==> config.mk <==
export PLATFORM = sky130hd
export DESIGN_NAME = rps_top
export DESIGN_NICKNAME = d
export VERILOG_FILES = /design/src/rps_dummy_never.sv /design/src/rps_pkg.sv /design/src/rps_top.sv
export VERILOG_INCLUDE_DIRS = /design/src
export SDC_FILE = /design/constraint.sdc
export NUM_CORES = 1
export LEC_CHECK = 0
export ABC_CLOCK_PERIOD_IN_PS = 4750
export BUFFER_PORTS_ARGS = -buffer_cell sky130_fd_sc_hd__buf_2
export CAP_MARGIN = 30
export CORE_AREA = 4 4 223 225
export CTS_CLUSTER_DIAMETER = 30
export DETAILED_ROUTE_END_ITERATION = 8
export DIE_AREA = 0 0 227 229
export PLACE_DENSITY = 0.78
export SLEW_MARGIN = 40
export SYNTH_ARGS = -nofsm -noshare
export SYNTH_HDL_FRONTEND = slang
export SYNTH_SLANG_ARGS = --single-unit
==> constraint.sdc <==
create_clock -name aclk -period 4.75 [get_ports aclk]
set_input_delay 0.7125 -clock aclk [delete_from_list [all_inputs] [get_ports aclk]]
set_output_delay 0.7125 -clock aclk [all_outputs]
set_load 0.03 [all_outputs]
==> src/rps_defines.svh <==
`ifndef RPS_DEFINES_SVH
`define RPS_DEFINES_SVH
// Timing
`define RPS_CLK_MHZ 125
`define RPS_BIT_KBPS 50
`define RPS_CHIP_KBPS 100
`define RPS_CHIP_CYC ((`RPS_CLK_MHZ * 1000) / `RPS_CHIP_KBPS)
`define RPS_PREAMBLE_US 200
`define RPS_PRE_BITS ((`RPS_PREAMBLE_US * `RPS_BIT_KBPS) / 1000)
`define RPS_FRAME_BITS (`RPS_PRE_BITS + 72)
`define RPS_HCLK_HALF 125
// Frame contents
`define RPS_PREAMBLE 10'h2AA
`define RPS_CRC_POLY 8'h07
// Tuning relation in kHz
`define RPS_BASE_KHZ 20'h67200
`define RPS_STEP_KHZ 20'h00064
// Amplifier power codes in dBm, two's complement
`define RPS_PA0 8'hF6
`define RPS_PA1 8'hFE
`define RPS_PA2 8'h06
`define RPS_PA3 8'h0A
// Register byte addresses
`define RPS_A_CTRL 8'h00
`define RPS_A_TXADDR 8'h04
`define RPS_A_RXADDR 8'h08
`define RPS_A_TXPAY 8'h0C
`define RPS_A_RXPAY 8'h10
`define RPS_A_STATUS 8'h14
`define RPS_A_IRQST 8'h18
`define RPS_A_IRQMSK 8'h1C
`define RPS_A_FREQ 8'h20
`define RPS_A_PA 8'h24
// Reset values
`define RPS_CTRL_RST 14'h206C
`define RPS_ADDR_RST 32'hE7E7E7E7
`endif

==> src/rps_dummy_never.sv <==
`timescale 1ns/1ps
`default_nettype none
`default_nettype wire

==> src/rps_pkg.sv <==
package rps_pkg;
  typedef enum logic [1:0] {TX_IDLE = 2'b01, TX_SEND = 2'b10} rps_tx_state_type;
  typedef enum logic [2:0] {RX_OFF = 3'b001, RX_HUNT = 3'b010, RX_BODY = 3'b100} rps_rx_state_type;
  typedef struct packed {
    logic ce;
    logic txsel;
    logic pwr;
    logic lclk;
    logic ldat;
  } rps_pins_type;
  typedef struct packed {
    logic clk_en;
    logic auto_rt;
    logic [1:0] pa;
    logic band;
    logic [8:0] ch;
  } rps_ctrl_type;
endpackage

==> src/rps_top.sv <==
// Added by the designer: the AXI4-Lite register port and the placing of the registers.
`include "rps_defines.svh"
`timescale 1ns/1ps
`default_nettype none
module rps_top
  import rps_pkg::*;
#(
  parameter int CHIP_CYC = `RPS_CHIP_CYC,
  parameter int HCLK_HALF = `RPS_HCLK_HALF
)
(
  input wire logic aclk,
  input wire logic aresetn,
  input wire logic [7:0] awaddr,
  input wire logic awvalid,
  output logic awready,
  input wire logic [31:0] wdata,
  input wire logic [3:0] wstrb,
  input wire logic wvalid,
  output logic wready,
  output logic [1:0] bresp,
  output logic bvalid,
  input wire logic bready,
  input wire logic [7:0] araddr,
  input wire logic arvalid,
  output logic arready,
  output logic [31:0] rdata,
  output logic [1:0] rresp,
  output logic rvalid,
  input wire logic rready,
  input wire logic radio_chip_enable,
  input wire logic transmit_select,
  input wire logic power_up_pin,
  input wire logic link_clk,
  input wire logic link_rx_chip,
  output logic tx_chip_out,
  output logic tx_active,
  output logic packet_ready_flag,
  output logic address_match_flag,
  output logic host_clk_out,
  output logic irq
);
  localparam int FR = `RPS_FRAME_BITS;
  localparam int CW = $clog2(CHIP_CYC);
  localparam int HW = $clog2(HCLK_HALF + 1);
  if (CHIP_CYC < 2 || HCLK_HALF < 1) begin : g_bad_param
    $error("rps_top: CHIP_CYC must be >= 2 and HCLK_HALF >= 1");
  end

  // CRC over address and payload, MSB first
  function automatic logic [7:0] crc8(input logic [63:0] d);
    logic [7:0] c;
    c = 8'h00;
    for (int i = 63; i >= 0; i--)
    begin
      c = (c[7] ^ d[i]) ? ({c[6:0], 1'b0} ^ `RPS_CRC_POLY) : {c[6:0], 1'b0};
    end
    return c;
  endfunction

  // ==========================================================
  // Pin synchronisers
  logic [4:0] s1_q, s2_q, s3_q, pin_q;
  rps_pins_type pins;
  assign pins = pin_q;
  always_ff @(posedge aclk)
  begin
    if (!aresetn)
    begin
      s1_q <= 5'h00;
      s2_q <= 5'h00;
      s3_q <= 5'h00;
    end
    else
    begin
      s1_q <= {radio_chip_enable, transmit_select, power_up_pin, link_clk, link_rx_chip};
      s2_q <= s1_q;
      s3_q <= s2_q;
    end
  end
  // A change counts once the second and third stages agree
  for (genvar i = 0; i < 5; i++)
  begin : g_filt
    always_ff @(posedge aclk)
    begin
      if (!aresetn)
        pin_q[i] <= 1'b0;
      else if (s2_q[i] == s3_q[i])
        pin_q[i] <= s3_q[i];
    end
  end

  // Edge history and mode decode
  logic ce_prev_q, lclk_prev_q, pwr_prev_q, txsel_prev_q, txm_prev_q;
  wire tx_mode = pins.pwr & pins.txsel;
  wire rx_mode = pins.pwr & pins.ce & ~pins.txsel;
  wire ce_rise = pins.ce & ~ce_prev_q;
  wire lclk_rise = pins.lclk & ~lclk_prev_q;
  wire rx_wipe = (pwr_prev_q & ~pins.pwr) | (pins.txsel & ~txsel_prev_q);
  wire mode_chg = tx_mode ^ txm_prev_q;
  always_ff @(posedge aclk)
  begin
    if (!aresetn)
      {ce_prev_q, lclk_prev_q, pwr_prev_q, txsel_prev_q, txm_prev_q} <= 5'h00;
    else
      {ce_prev_q, lclk_prev_q, pwr_prev_q, txsel_prev_q, txm_prev_q} <=
        {pins.ce, pins.lclk, pins.pwr, pins.txsel, tx_mode};
  end

  // ==========================================================
  // Registers
  rps_ctrl_type ctrl_q;
  logic [31:0] tx_addr_q, rx_addr_q, tx_pay_q, rx_pay_q;
  logic [3:0] irq_st_q, mask_q;
  logic [19:0] freq_q;
  logic [7:0] pa_q;
  logic ready_q, am_q;

  // ==========================================================
  // Transmit frame engine
  rps_tx_state_type tx_st_q;
  logic [FR-1:0] frame_q;
  logic [6:0] bit_cnt_q;
  logic [CW-1:0] chip_cnt_q;
  logic phase_q;
  wire [FR-1:0] frame_new = {`RPS_PREAMBLE, tx_addr_q, tx_pay_q, crc8({tx_addr_q, tx_pay_q})};
  wire chip_end = chip_cnt_q == CW'(CHIP_CYC - 1);
  wire frame_end = (tx_st_q == TX_SEND) && chip_end && phase_q && (bit_cnt_q == 7'(FR - 1));
  wire tx_start = (tx_st_q == TX_IDLE) && tx_mode && ce_rise;
  wire tx_again = frame_end && ctrl_q.auto_rt && pins.ce && tx_mode;
  wire tx_chip_d = (tx_st_q == TX_SEND) & (frame_q[FR-1] ^ phase_q);
  always_ff @(posedge aclk)
  begin
    if (!aresetn)
    begin
      tx_st_q <= TX_IDLE;
      frame_q <= '0;
      bit_cnt_q <= 7'h00;
      chip_cnt_q <= '0;
      phase_q <= 1'b0;
    end
    else if (tx_start || tx_again)
    begin
      tx_st_q <= TX_SEND;
      frame_q <= frame_new;
      bit_cnt_q <= 7'h00;
      chip_cnt_q <= '0;
      phase_q <= 1'b0;
    end
    else if (frame_end)
      tx_st_q <= TX_IDLE;
    else if (tx_st_q == TX_SEND && chip_end)
    begin
      chip_cnt_q <= '0;
      phase_q <= ~phase_q;
      if (phase_q)
      begin
        bit_cnt_q <= bit_cnt_q + 7'h01;
        frame_q <= {frame_q[FR-2:0], 1'b0};
      end
    end
    else if (tx_st_q == TX_SEND)
      chip_cnt_q <= chip_cnt_q + CW'(1);
  end
  always_ff @(posedge aclk)
  begin
    if (!aresetn)
      {tx_chip_out, tx_active} <= 2'b00;
    else
      {tx_chip_out, tx_active} <= {tx_chip_d, tx_st_q == TX_SEND};
  end

  // ==========================================================
  // Receive decoder: chip pairs from sampled link clock
  rps_rx_state_type rx_st_q;
  logic chip_hold_q, chip_ph_q;
  logic [31:0] hunt_q;
  logic [38:0] body_q;
  logic [5:0] body_cnt_q;
  wire rx_bit_ev = lclk_rise & rx_mode & chip_ph_q;
  wire bad_pair = chip_hold_q == pins.ldat;
  wire [39:0] body_full = {body_q, chip_hold_q};
  wire body_last = rx_bit_ev && (rx_st_q == RX_BODY) && (body_cnt_q == 6'h27);
  wire crc_good = crc8({rx_addr_q, body_full[39:8]}) == body_full[7:0];
  wire rx_ok_ev = body_last && !bad_pair && crc_good;
  wire crc_fail_ev = rx_bit_ev && (rx_st_q == RX_BODY) && (bad_pair || (body_last && !crc_good));
  wire am_ev = rx_bit_ev && (rx_st_q == RX_HUNT) && ({hunt_q[30:0], chip_hold_q} == rx_addr_q);
  always_ff @(posedge aclk)
  begin
    if (!aresetn || !rx_mode)
    begin
      rx_st_q <= RX_OFF;
      chip_ph_q <= 1'b0;
      chip_hold_q <= 1'b0;
      hunt_q <= 32'h00000000;
      body_q <= '0;
      body_cnt_q <= 6'h00;
    end
    else
    begin
      if (rx_st_q == RX_OFF)
        rx_st_q <= RX_HUNT;
      if (lclk_rise)
      begin
        chip_ph_q <= ~chip_ph_q;
        if (!chip_ph_q)
          chip_hold_q <= pins.ldat;
      end
      if (am_ev)
      begin
        rx_st_q <= RX_BODY;
        body_cnt_q <= 6'h00;
      end
      else if (rx_ok_ev || crc_fail_ev)
        rx_st_q <= RX_HUNT;
      else if (rx_bit_ev && rx_st_q == RX_BODY)
      begin
        body_q <= body_full[38:0];
        body_cnt_q <= body_cnt_q + 6'h01;
      end
      if (rx_bit_ev)
        hunt_q <= {hunt_q[30:0], chip_hold_q};
    end
  end

  // ==========================================================
  // AXI4-Lite slave
  logic aw_hold_q, w_hold_q;
  logic [7:0] awaddr_q;
  logic [31:0] wdata_q;
  logic [3:0] wstrb_q;
  wire aw_take = awvalid & awready;
  wire w_take = wvalid & wready;
  wire wr_go = aw_hold_q & w_hold_q & ~bvalid;
  wire aw_hold_d = (aw_hold_q | aw_take) & ~wr_go;
  wire w_hold_d = (w_hold_q | w_take) & ~wr_go;
  wire rd_go = arvalid & arready;
  wire rd_rxpay = rd_go && (araddr == `RPS_A_RXPAY);
  wire rd_irq = rd_go && (araddr == `RPS_A_IRQST);
  // Byte-lane mask and per-register write strobes
  logic [31:0] wmask;
  for (genvar b = 0; b < 4; b++)
  begin : g_lane
    assign wmask[8*b +: 8] = {8{wstrb_q[b]}};
  end
  wire [31:0] ctrl_word = {18'h00000, ctrl_q};
  wire wr_ctrl = wr_go && (awaddr_q == `RPS_A_CTRL);
  wire wr_txa = wr_go && (awaddr_q == `RPS_A_TXADDR);
  wire wr_rxa = wr_go && (awaddr_q == `RPS_A_RXADDR);
  wire wr_txp = wr_go && (awaddr_q == `RPS_A_TXPAY);
  wire wr_msk = wr_go && (awaddr_q == `RPS_A_IRQMSK);
  wire wr_ok = wr_ctrl | wr_txa | wr_rxa | wr_txp | wr_msk;
  wire [31:0] ctrl_m = (ctrl_word & ~wmask) | (wdata_q & wmask);
  wire [31:0] txa_m = (tx_addr_q & ~wmask) | (wdata_q & wmask);
  wire [31:0] rxa_m = (rx_addr_q & ~wmask) | (wdata_q & wmask);
  wire [31:0] txp_m = (tx_pay_q & ~wmask) | (wdata_q & wmask);
  always_ff @(posedge aclk)
  begin
    if (!aresetn)
    begin
      {aw_hold_q, w_hold_q, awready, wready, bvalid} <= 5'h00;
      bresp <= 2'b00;
      awaddr_q <= 8'h00;
      wdata_q <= 32'h00000000;
      wstrb_q <= 4'h0;
    end
    else
    begin
      aw_hold_q <= aw_hold_d;
      w_hold_q <= w_hold_d;
      awready <= ~aw_hold_d;
      wready <= ~w_hold_d;
      if (aw_take)
        awaddr_q <= awaddr;
      if (w_take)
        {wdata_q, wstrb_q} <= {wdata, wstrb};
      if (wr_go)
        {bvalid, bresp} <= {1'b1, wr_ok ? 2'b00 : 2'b10};
      else if (bready)
        bvalid <= 1'b0;
    end
  end
  // Read data selection
  wire [31:0] rd_mux =
    (araddr == `RPS_A_CTRL) ? ctrl_word :
    (araddr == `RPS_A_TXADDR) ? tx_addr_q :
    (araddr == `RPS_A_RXADDR) ? rx_addr_q :
    (araddr == `RPS_A_TXPAY) ? tx_pay_q :
    (araddr == `RPS_A_RXPAY) ? rx_pay_q :
    (araddr == `RPS_A_STATUS) ? {27'h0, rx_mode, tx_mode, tx_st_q == TX_SEND, am_q, ready_q} :
    (araddr == `RPS_A_IRQST) ? {28'h0, irq_st_q} :
    (araddr == `RPS_A_IRQMSK) ? {28'h0, mask_q} :
    (araddr == `RPS_A_FREQ) ? {12'h000, freq_q} :
    (araddr == `RPS_A_PA) ? {24'h000000, pa_q} : 32'h00000000;
  wire rd_map = (araddr[1:0] == 2'b00) && (araddr <= `RPS_A_PA);
  always_ff @(posedge aclk)
  begin
    if (!aresetn)
    begin
      {arready, rvalid} <= 2'b00;
      rdata <= 32'h00000000;
      rresp <= 2'b00;
    end
    else if (rd_go)
    begin
      {arready, rvalid} <= 2'b01;
      rdata <= rd_mux;
      rresp <= rd_map ? 2'b00 : 2'b10;
    end
    else if (rvalid && rready)
      rvalid <= 1'b0;
    else if (!rvalid)
      arready <= 1'b1;
  end

  // ==========================================================
  // Configuration store, tuning and amplifier decode
  wire [19:0] f_lo = `RPS_BASE_KHZ + 20'(ctrl_q.ch) * `RPS_STEP_KHZ;
  wire [19:0] freq_d = ctrl_q.band ? {f_lo[18:0], 1'b0} : f_lo;
  wire [7:0] pa_d = (ctrl_q.pa == 2'b00) ? `RPS_PA0 : (ctrl_q.pa == 2'b01) ? `RPS_PA1 :
                    (ctrl_q.pa == 2'b10) ? `RPS_PA2 : `RPS_PA3;
  always_ff @(posedge aclk)
  begin
    if (!aresetn)
    begin
      ctrl_q <= `RPS_CTRL_RST;
      {tx_addr_q, rx_addr_q} <= {`RPS_ADDR_RST, `RPS_ADDR_RST};
      tx_pay_q <= 32'h00000000;
      mask_q <= 4'h0;
      freq_q <= 20'h00000;
      pa_q <= 8'h00;
    end
    else
    begin
      if (wr_ctrl)
        ctrl_q <= ctrl_m[13:0];
      if (wr_txa)
        tx_addr_q <= txa_m;
      if (wr_rxa)
        rx_addr_q <= rxa_m;
      if (wr_txp)
        tx_pay_q <= txp_m;
      if (wr_msk)
        mask_q <= wdata_q[3:0];
      freq_q <= freq_d;
      pa_q <= pa_d;
    end
  end

  // ==========================================================
  // Flags, receive buffer, interrupts, host clock
  wire clr_ready = tx_start | tx_again | mode_chg | rd_rxpay | rx_wipe;
  wire [3:0] ev = {crc_fail_ev, am_ev, rx_ok_ev, frame_end};
  wire [3:0] irq_st_d = (irq_st_q & ~{4{rd_irq}}) | ev;
  logic [HW-1:0] hclk_cnt_q;
  always_ff @(posedge aclk)
  begin
    if (!aresetn)
    begin
      {ready_q, am_q, irq} <= 3'b000;
      rx_pay_q <= 32'h00000000;
      irq_st_q <= 4'h0;
    end
    else
    begin
      ready_q <= frame_end | rx_ok_ev | (ready_q & ~clr_ready);
      am_q <= am_ev | (am_q & ~(rd_rxpay | rx_wipe | crc_fail_ev));
      if (rx_ok_ev)
        rx_pay_q <= body_full[39:8];
      else if (rx_wipe)
        rx_pay_q <= 32'h00000000;
      irq_st_q <= irq_st_d;
      irq <= |(irq_st_d & mask_q);
    end
  end
  assign packet_ready_flag = ready_q;
  assign address_match_flag = am_q;
  always_ff @(posedge aclk)
  begin
    if (!aresetn || !ctrl_q.clk_en)
    begin
      hclk_cnt_q <= '0;
      host_clk_out <= 1'b0;
    end
    else if (hclk_cnt_q == HW'(HCLK_HALF - 1))
    begin
      hclk_cnt_q <= '0;
      host_clk_out <= ~host_clk_out;
    end
    else
      hclk_cnt_q <= hclk_cnt_q + HW'(1);
  end

  // ==========================================================
  // Assertions
  a_tx_standby: assert property (@(posedge aclk) disable iff (!aresetn)
    frame_end && !tx_again |=> tx_st_q == TX_IDLE ##1 !tx_active) else $error("no standby after frame");
  a_retran_repeat: assert property (@(posedge aclk) disable iff (!aresetn)
    tx_again |=> tx_st_q == TX_SEND && bit_cnt_q == 7'h00) else $error("retransmit not restarted");
  a_rx_buffer: assert property (@(posedge aclk) disable iff (!aresetn)
    rx_ok_ev |=> ready_q && rx_pay_q == $past(body_full[39:8])) else $error("ready without packet");
  a_read_clears: assert property (@(posedge aclk) disable iff (!aresetn)
    rd_rxpay && !rx_ok_ev && !am_ev && !frame_end |=> !ready_q && !am_q) else $error("read left flags");
  a_wipe_rx: assert property (@(posedge aclk) disable iff (!aresetn)
    rx_wipe && !rx_ok_ev && !frame_end |=> rx_pay_q == 32'h0 && !ready_q && !am_q) else $error("rx not wiped");
  a_preamble_lead: assert property (@(posedge aclk) disable iff (!aresetn)
    tx_start || tx_again |=> frame_q[FR-1:FR-10] == `RPS_PREAMBLE) else $error("preamble missing");
  a_manchester_chip: assert property (@(posedge aclk) disable iff (!aresetn)
    tx_st_q == TX_SEND |=> tx_chip_out == ($past(frame_q[FR-1]) ^ $past(phase_q))) else $error("bad chip");
  a_crc_tail: assert property (@(posedge aclk) disable iff (!aresetn)
    tx_start || tx_again |=> frame_q[7:0] == crc8(frame_q[71:8])) else $error("crc not appended");
  a_pa_top: assert property (@(posedge aclk) disable iff (!aresetn)
    ctrl_q.pa == 2'b11 |=> pa_q == `RPS_PA3) else $error("pa decode wrong");
  a_band_double: assert property (@(posedge aclk) disable iff (!aresetn)
    ctrl_q.band |=> freq_q == 20'(2 * (`RPS_BASE_KHZ + 20'($past(ctrl_q.ch)) * 20'h64))) else $error("freq");
  a_clk_default: assert property (@(posedge aclk)
    $rose(aresetn) |-> ctrl_q.clk_en) else $error("host clock off after reset");
  a_finish_frame: assert property (@(posedge aclk) disable iff (!aresetn)
    tx_st_q == TX_SEND && !frame_end |=> tx_st_q == TX_SEND) else $error("frame aborted");
  a_tx_ready: assert property (@(posedge aclk) disable iff (!aresetn)
    frame_end |=> ready_q) else $error("tx ready not set");
  a_am_drop: assert property (@(posedge aclk) disable iff (!aresetn)
    crc_fail_ev |=> !am_q) else $error("am kept after crc fail");
  a_regen_frame: assert property (@(posedge aclk) disable iff (!aresetn)
    tx_again |=> frame_q == $past(frame_new)) else $error("repeat frame differs");
endmodule
`default_nettype wire

**After elaboration in Yosys (flattened, before gate mapping)**

Cells that the tools add are included.

- Reduce and logical (&&, ||, !) cells: 64
- Equality and inequality tests: 33
- Add/subtract/negate cells: 5
- Muxes and demuxes: 161
- $mul: 1
- Bitwise gates (word level): 323
- Order comparisons: 1

Operators with widths:

| operator | count |
|---|---|
| 3-bit two-way mux | 131 |
| 3-bit inverter | 126 |
| 82-bit two-way mux | 4 |
| 32-bit two-way mux | 7 |
| 32-bit bitwise AND | 4 |
| 1-bit bitwise XOR | 118 |
| 20-bit two-way mux | 5 |
| 32-bit bitwise OR | 3 |
| 8-bit by 5-bit equality test with 1-bit output (second input constant) | 5 |
| 32-bit equality test | 1 |
| 8-bit by 4-bit equality test with 1-bit output (second input constant) | 4 |
| 32-bit inverter | 1 |
| 1-bit logical AND | 25 |
| 8-bit two-way mux | 3 |
| 11-bit two-way mux | 2 |
| 19-bit by 16-bit adder with 20-bit output (first input constant) | 1 |
| 1-bit inverter | 20 |
| 1-bit bitwise AND | 19 |
| 8-bit by 3-bit equality test with 1-bit output (second input constant) | 2 |
| 8-bit by 6-bit equality test with 1-bit output (second input constant) | 2 |
| 8-bit zero test | 2 |
| 1-bit bitwise OR | 16 |
| 2-bit nonzero test | 8 |
| 7-bit by 1-bit adder with 7-bit output (second input constant) | 2 |
| 33 further kinds | 77 |

- Input port bits: 64
- Output and inout port bits: 47
- Register bits after elaboration: 487
- Logic and storage cells: 650

**Depth between registers and ports, before layout**

- Word-level depth: 136
- Gate-level depth with buffers: 18
- Gate-level depth less buffers: 18

**Worst setup path after synthesis**

OpenSTA, ideal clock, no wires.

- Kind: register to register
- Start point: register with a tool-made name
- End point: register rx_pay_q[13]
- Path buffers: 2
- Setup time: 0.128 ns
- Cell stages (with the launch flop): 15
- Clock period less this slack: 4.332 ns
- Setup slack: 0.418 ns
- Arrival: 4.204 ns
- Data required time: 4.622 ns
- Cell sequence: dfxtp_1 buf_2 xor2_2 xnor3_1 xnor3_1 xnor2_1 xnor3_1 xnor2_1 xnor3_1 xor2_1 mux2i_1 o21ai_1 a2111oi_4 clkbuf_1 o21ai_1

RTL lines:

| element | line | text |
|---|---|---|
| end signal, assigned | rps_top.sv:369 | `rx_pay_q <= body_full[39:8];` |
| end, declared | rps_top.sv:113 | `logic [31:0] tx_addr_q, rx_addr_q, tx_pay_q, rx_pay_q;` |

==> results.toml <==
[finish]
layout-drive-gt1-share = 0.1355
fin_nets = 2973
fillerInstances = 3897
multi_input_area_um2 = 13370
regArea_um2 = 9582
mostFrequentLayoutCells = "683 x nand2_1, 468 x dfxtp_1, 229 x a21oi_1"
final_common_cell = "nand2_1"
fin_util = 0.5985
area_growth_pct = 19.97
stdcell_count = 3561

[detailed_routing]
drcViolationCount = 0
drtIter0Drc = 2291
wl_per_cell_um = 20.50
vias = 20720
viasPerCell = 5.819
drtAntennaViolNets = 0
wirelength_um = 73020
firstDrtPassIters = 9

[global_routing]
grt-ovfl-total = 0
groute.usage.overall = 0.2705
antenna_found_initial = 2
grt_max_degree = 143
first_global_vias = 20000
grt_pass1_wl_um = 111200

[floorplan]
initial_core_util = 0.4989
die_h_um = 229
dieArea_um2 = 51980
core_um2 = 47550
num_io_pins = 111
fp.dieW_um = 227
rows = 80

[sta]
slew_headroom = 0.4404
clock_skew_ns = 0.03391
drv_slew = 0
fmax_ghz = 0.2178
timing_hold_violations_final = 0
setup_tns_ns = 0
setup_viol = 0
worstMarginPinSlew_ns = 0.8357
period_minus_slack_ns = 4.592
post-route-period-util = 0.9668

[clock_tree]
clock_latency_ns = 0.64
numCtsBuffers = 95
clockBufferDepth = 3
cts_sinks = 478
cts_tree = "done"
postCtsHoldBufs = 0
clockRootBuffer = "clkbuf_16"
cts_htree_levels = 3
clkSlewWorstSetupHoldPaths_ns = 0.05

[synthesis]
async_flop_share = 0
yosysWarnings = 0
synth-main-ff-cell = "dfxtp_1"
synth_top_family_by_area = "simple AND/OR/NAND/NOR gates"
yosysSeqAreaShare = 0.4034
ys_seq_elements = 478
muxShareOfSynthArea = 0.02047
synth_compound_area_frac = 0.1264
synthSimpleGateAreaFrac = 0.1969
synth.distinct_cells = 69
synth_fa_ha_area_frac = 0.02395
synth_enable_flop_cells = 0
synth_area_leaders = "dfxtp_1 40%, nand2_1 11%, xnor2_1 7.4%"
synth_area_um2 = 23720
yosys.area.top_type_share = 0.4034
synthXorXnorAreaFrac = 0.1905
yosys.area.top_type = "dfxtp_1"
syn_avg_cell_area_um2 = 8.511
synth_cells = 2787

[worst_setup_path]
path_buf_inv = 3
crit_chain = "xnor2_1 > xnor3_2 > buf_4 > xnor2_1 > xnor2_1 > xnor3_1 > xnor3_1 > xnor2_2 > xor2_1 > nor3_1 > o211ai_1 > a2111oi_4 > buf_4 > clkbuf_16 > nand3_1 > o21ai_1"
required_ns = 5.29
cpLargestDelayFamily = "XOR/XNOR gates"
cp-end-kind = "flip-flop"
r2r_slack_ns = 0.16
critical_path.max_stage_delay_ns = 0.46
path_max_fanout = 34
cp-start-kind = "flip-flop"
slowest_stage = "xnor3_1"
crit_top_cell = "xnor2_1"
critPathArrivalTime_ns = 5.13
path_class = "reg -> reg"

[placed_design]
dpl.hpwl_um = 51130
dp.cells = 3374
place_congestion = 0.9634
portBuffers = 108

[power]
vdd_ir_drop_max_uv = 301.4
leakage_uw = 0.01124
power_density_nw_per_um2 = 410.6
p_total_uw = 11690

[run_status]
outcome = "finished, final reports clean"

[hold_path]
min_path_type = "in -> reg"

[job]
drv_cap = 0
-- synth_stat cells (all sizes together), types with 11 or more instances --
cell type / n
buf: 25
xnor2: 217
nor2: 188
xor2: 115
ha: 39
xnor3: 53
inv: 41
nand4: 11
a211oi: 19
clkbuf: 160
nand2: 684
a311oi: 67
a221oi: 40
nor3: 14
and3: 12
nand3: 110
dfxtp: 478
mux2i: 44
and2: 42
o21ai: 84
a21oi: 229
-- metrics by stage --
step / instance area [um2] / hold slack (ns) / setup slack (ns)
global placement: 24720 / 0.4173 / 0.1469
finish: 28460 / 0.2836 / 0.1576
floorplan: 23720 / 0.4119 / 0.4182
CTS: 28270 / 0.2640 / 0.02562
global route: 28460 / 0.2764 / -0.05334
detailed placement: 24730 / 0.4187 / 0.07151
-- power breakdown --
part | total [uW] | switching (uW) | internal (uW)
clock | 7190 | 2280 | 4920
combinational | 350 | 237 | 114
sequential | 4140 | 64.4 | 4080
total | 11700 | 2580 | 9110
-- worst reg2reg max path, stage by stage, from the launching register on --
cell       delay, ns
dfxtp_1         0.37
xnor2_1         0.32
xnor3_2         0.40
buf_4           0.18
xnor2_1         0.14
xnor2_1         0.42
xnor3_1         0.46
xnor3_1         0.43
xnor2_2         0.18
xor2_1          0.17
nor3_1          0.20
o211ai_1        0.19
a2111oi_4       0.37
buf_4           0.19
clkbuf_16       0.23
nand3_1         0.12
o21ai_1         0.13
-- what timing repair did --
item	in CTS	in global routing
buffers inserted	0	9
resized for setup	1	24
hold endpoints to repair	0	0
endpoints found under the setup margin	1	36
cloned	0	1
pin swaps	1	9
-- metal layers --
layer  vias up  track usage  part of all wire
met3       265      0.06134             0.091
met4         2       0.1282             0.052
met2       984       0.4360              0.46
li1       9568            -                 -
met5         -            0          0.000096
met1      9903       0.3442              0.39
-- worst paths after layout --
path	to	startpoint	depth (start not counted)
max	rx_pay_q[19]	flip-flop	16
min	s1_q[0]	link_rx_chip	2
min reg2reg	s2_q[0]	s1_q[0]	1
max reg2reg	rx_pay_q[19]	flip-flop	16
-- cell type report --
cell class,count,area share
Antenna cell,1,0.00008794
Clock buffer,126,0.09581
Clock inverter,50,0.02858
Inverter,41,0.005584
Multi-Input combinational cell,2084,0.4699
Sequential cell,478,0.3367
Tap cell,615,0.02704
Timing Repair Buffer,166,0.03627
-- cell families after synthesis --
kind of cell / after synthesis
AO/OA/AOI/OAI: 483
XOR/XNOR: 395
adder cells (fa/ha/maj): 43
buffers and inverters: 226
flip-flops: 478
multiplexers: 48
other: 1
AND/OR/NAND/NOR: 1113
Power figures use the tool's default switching activity.
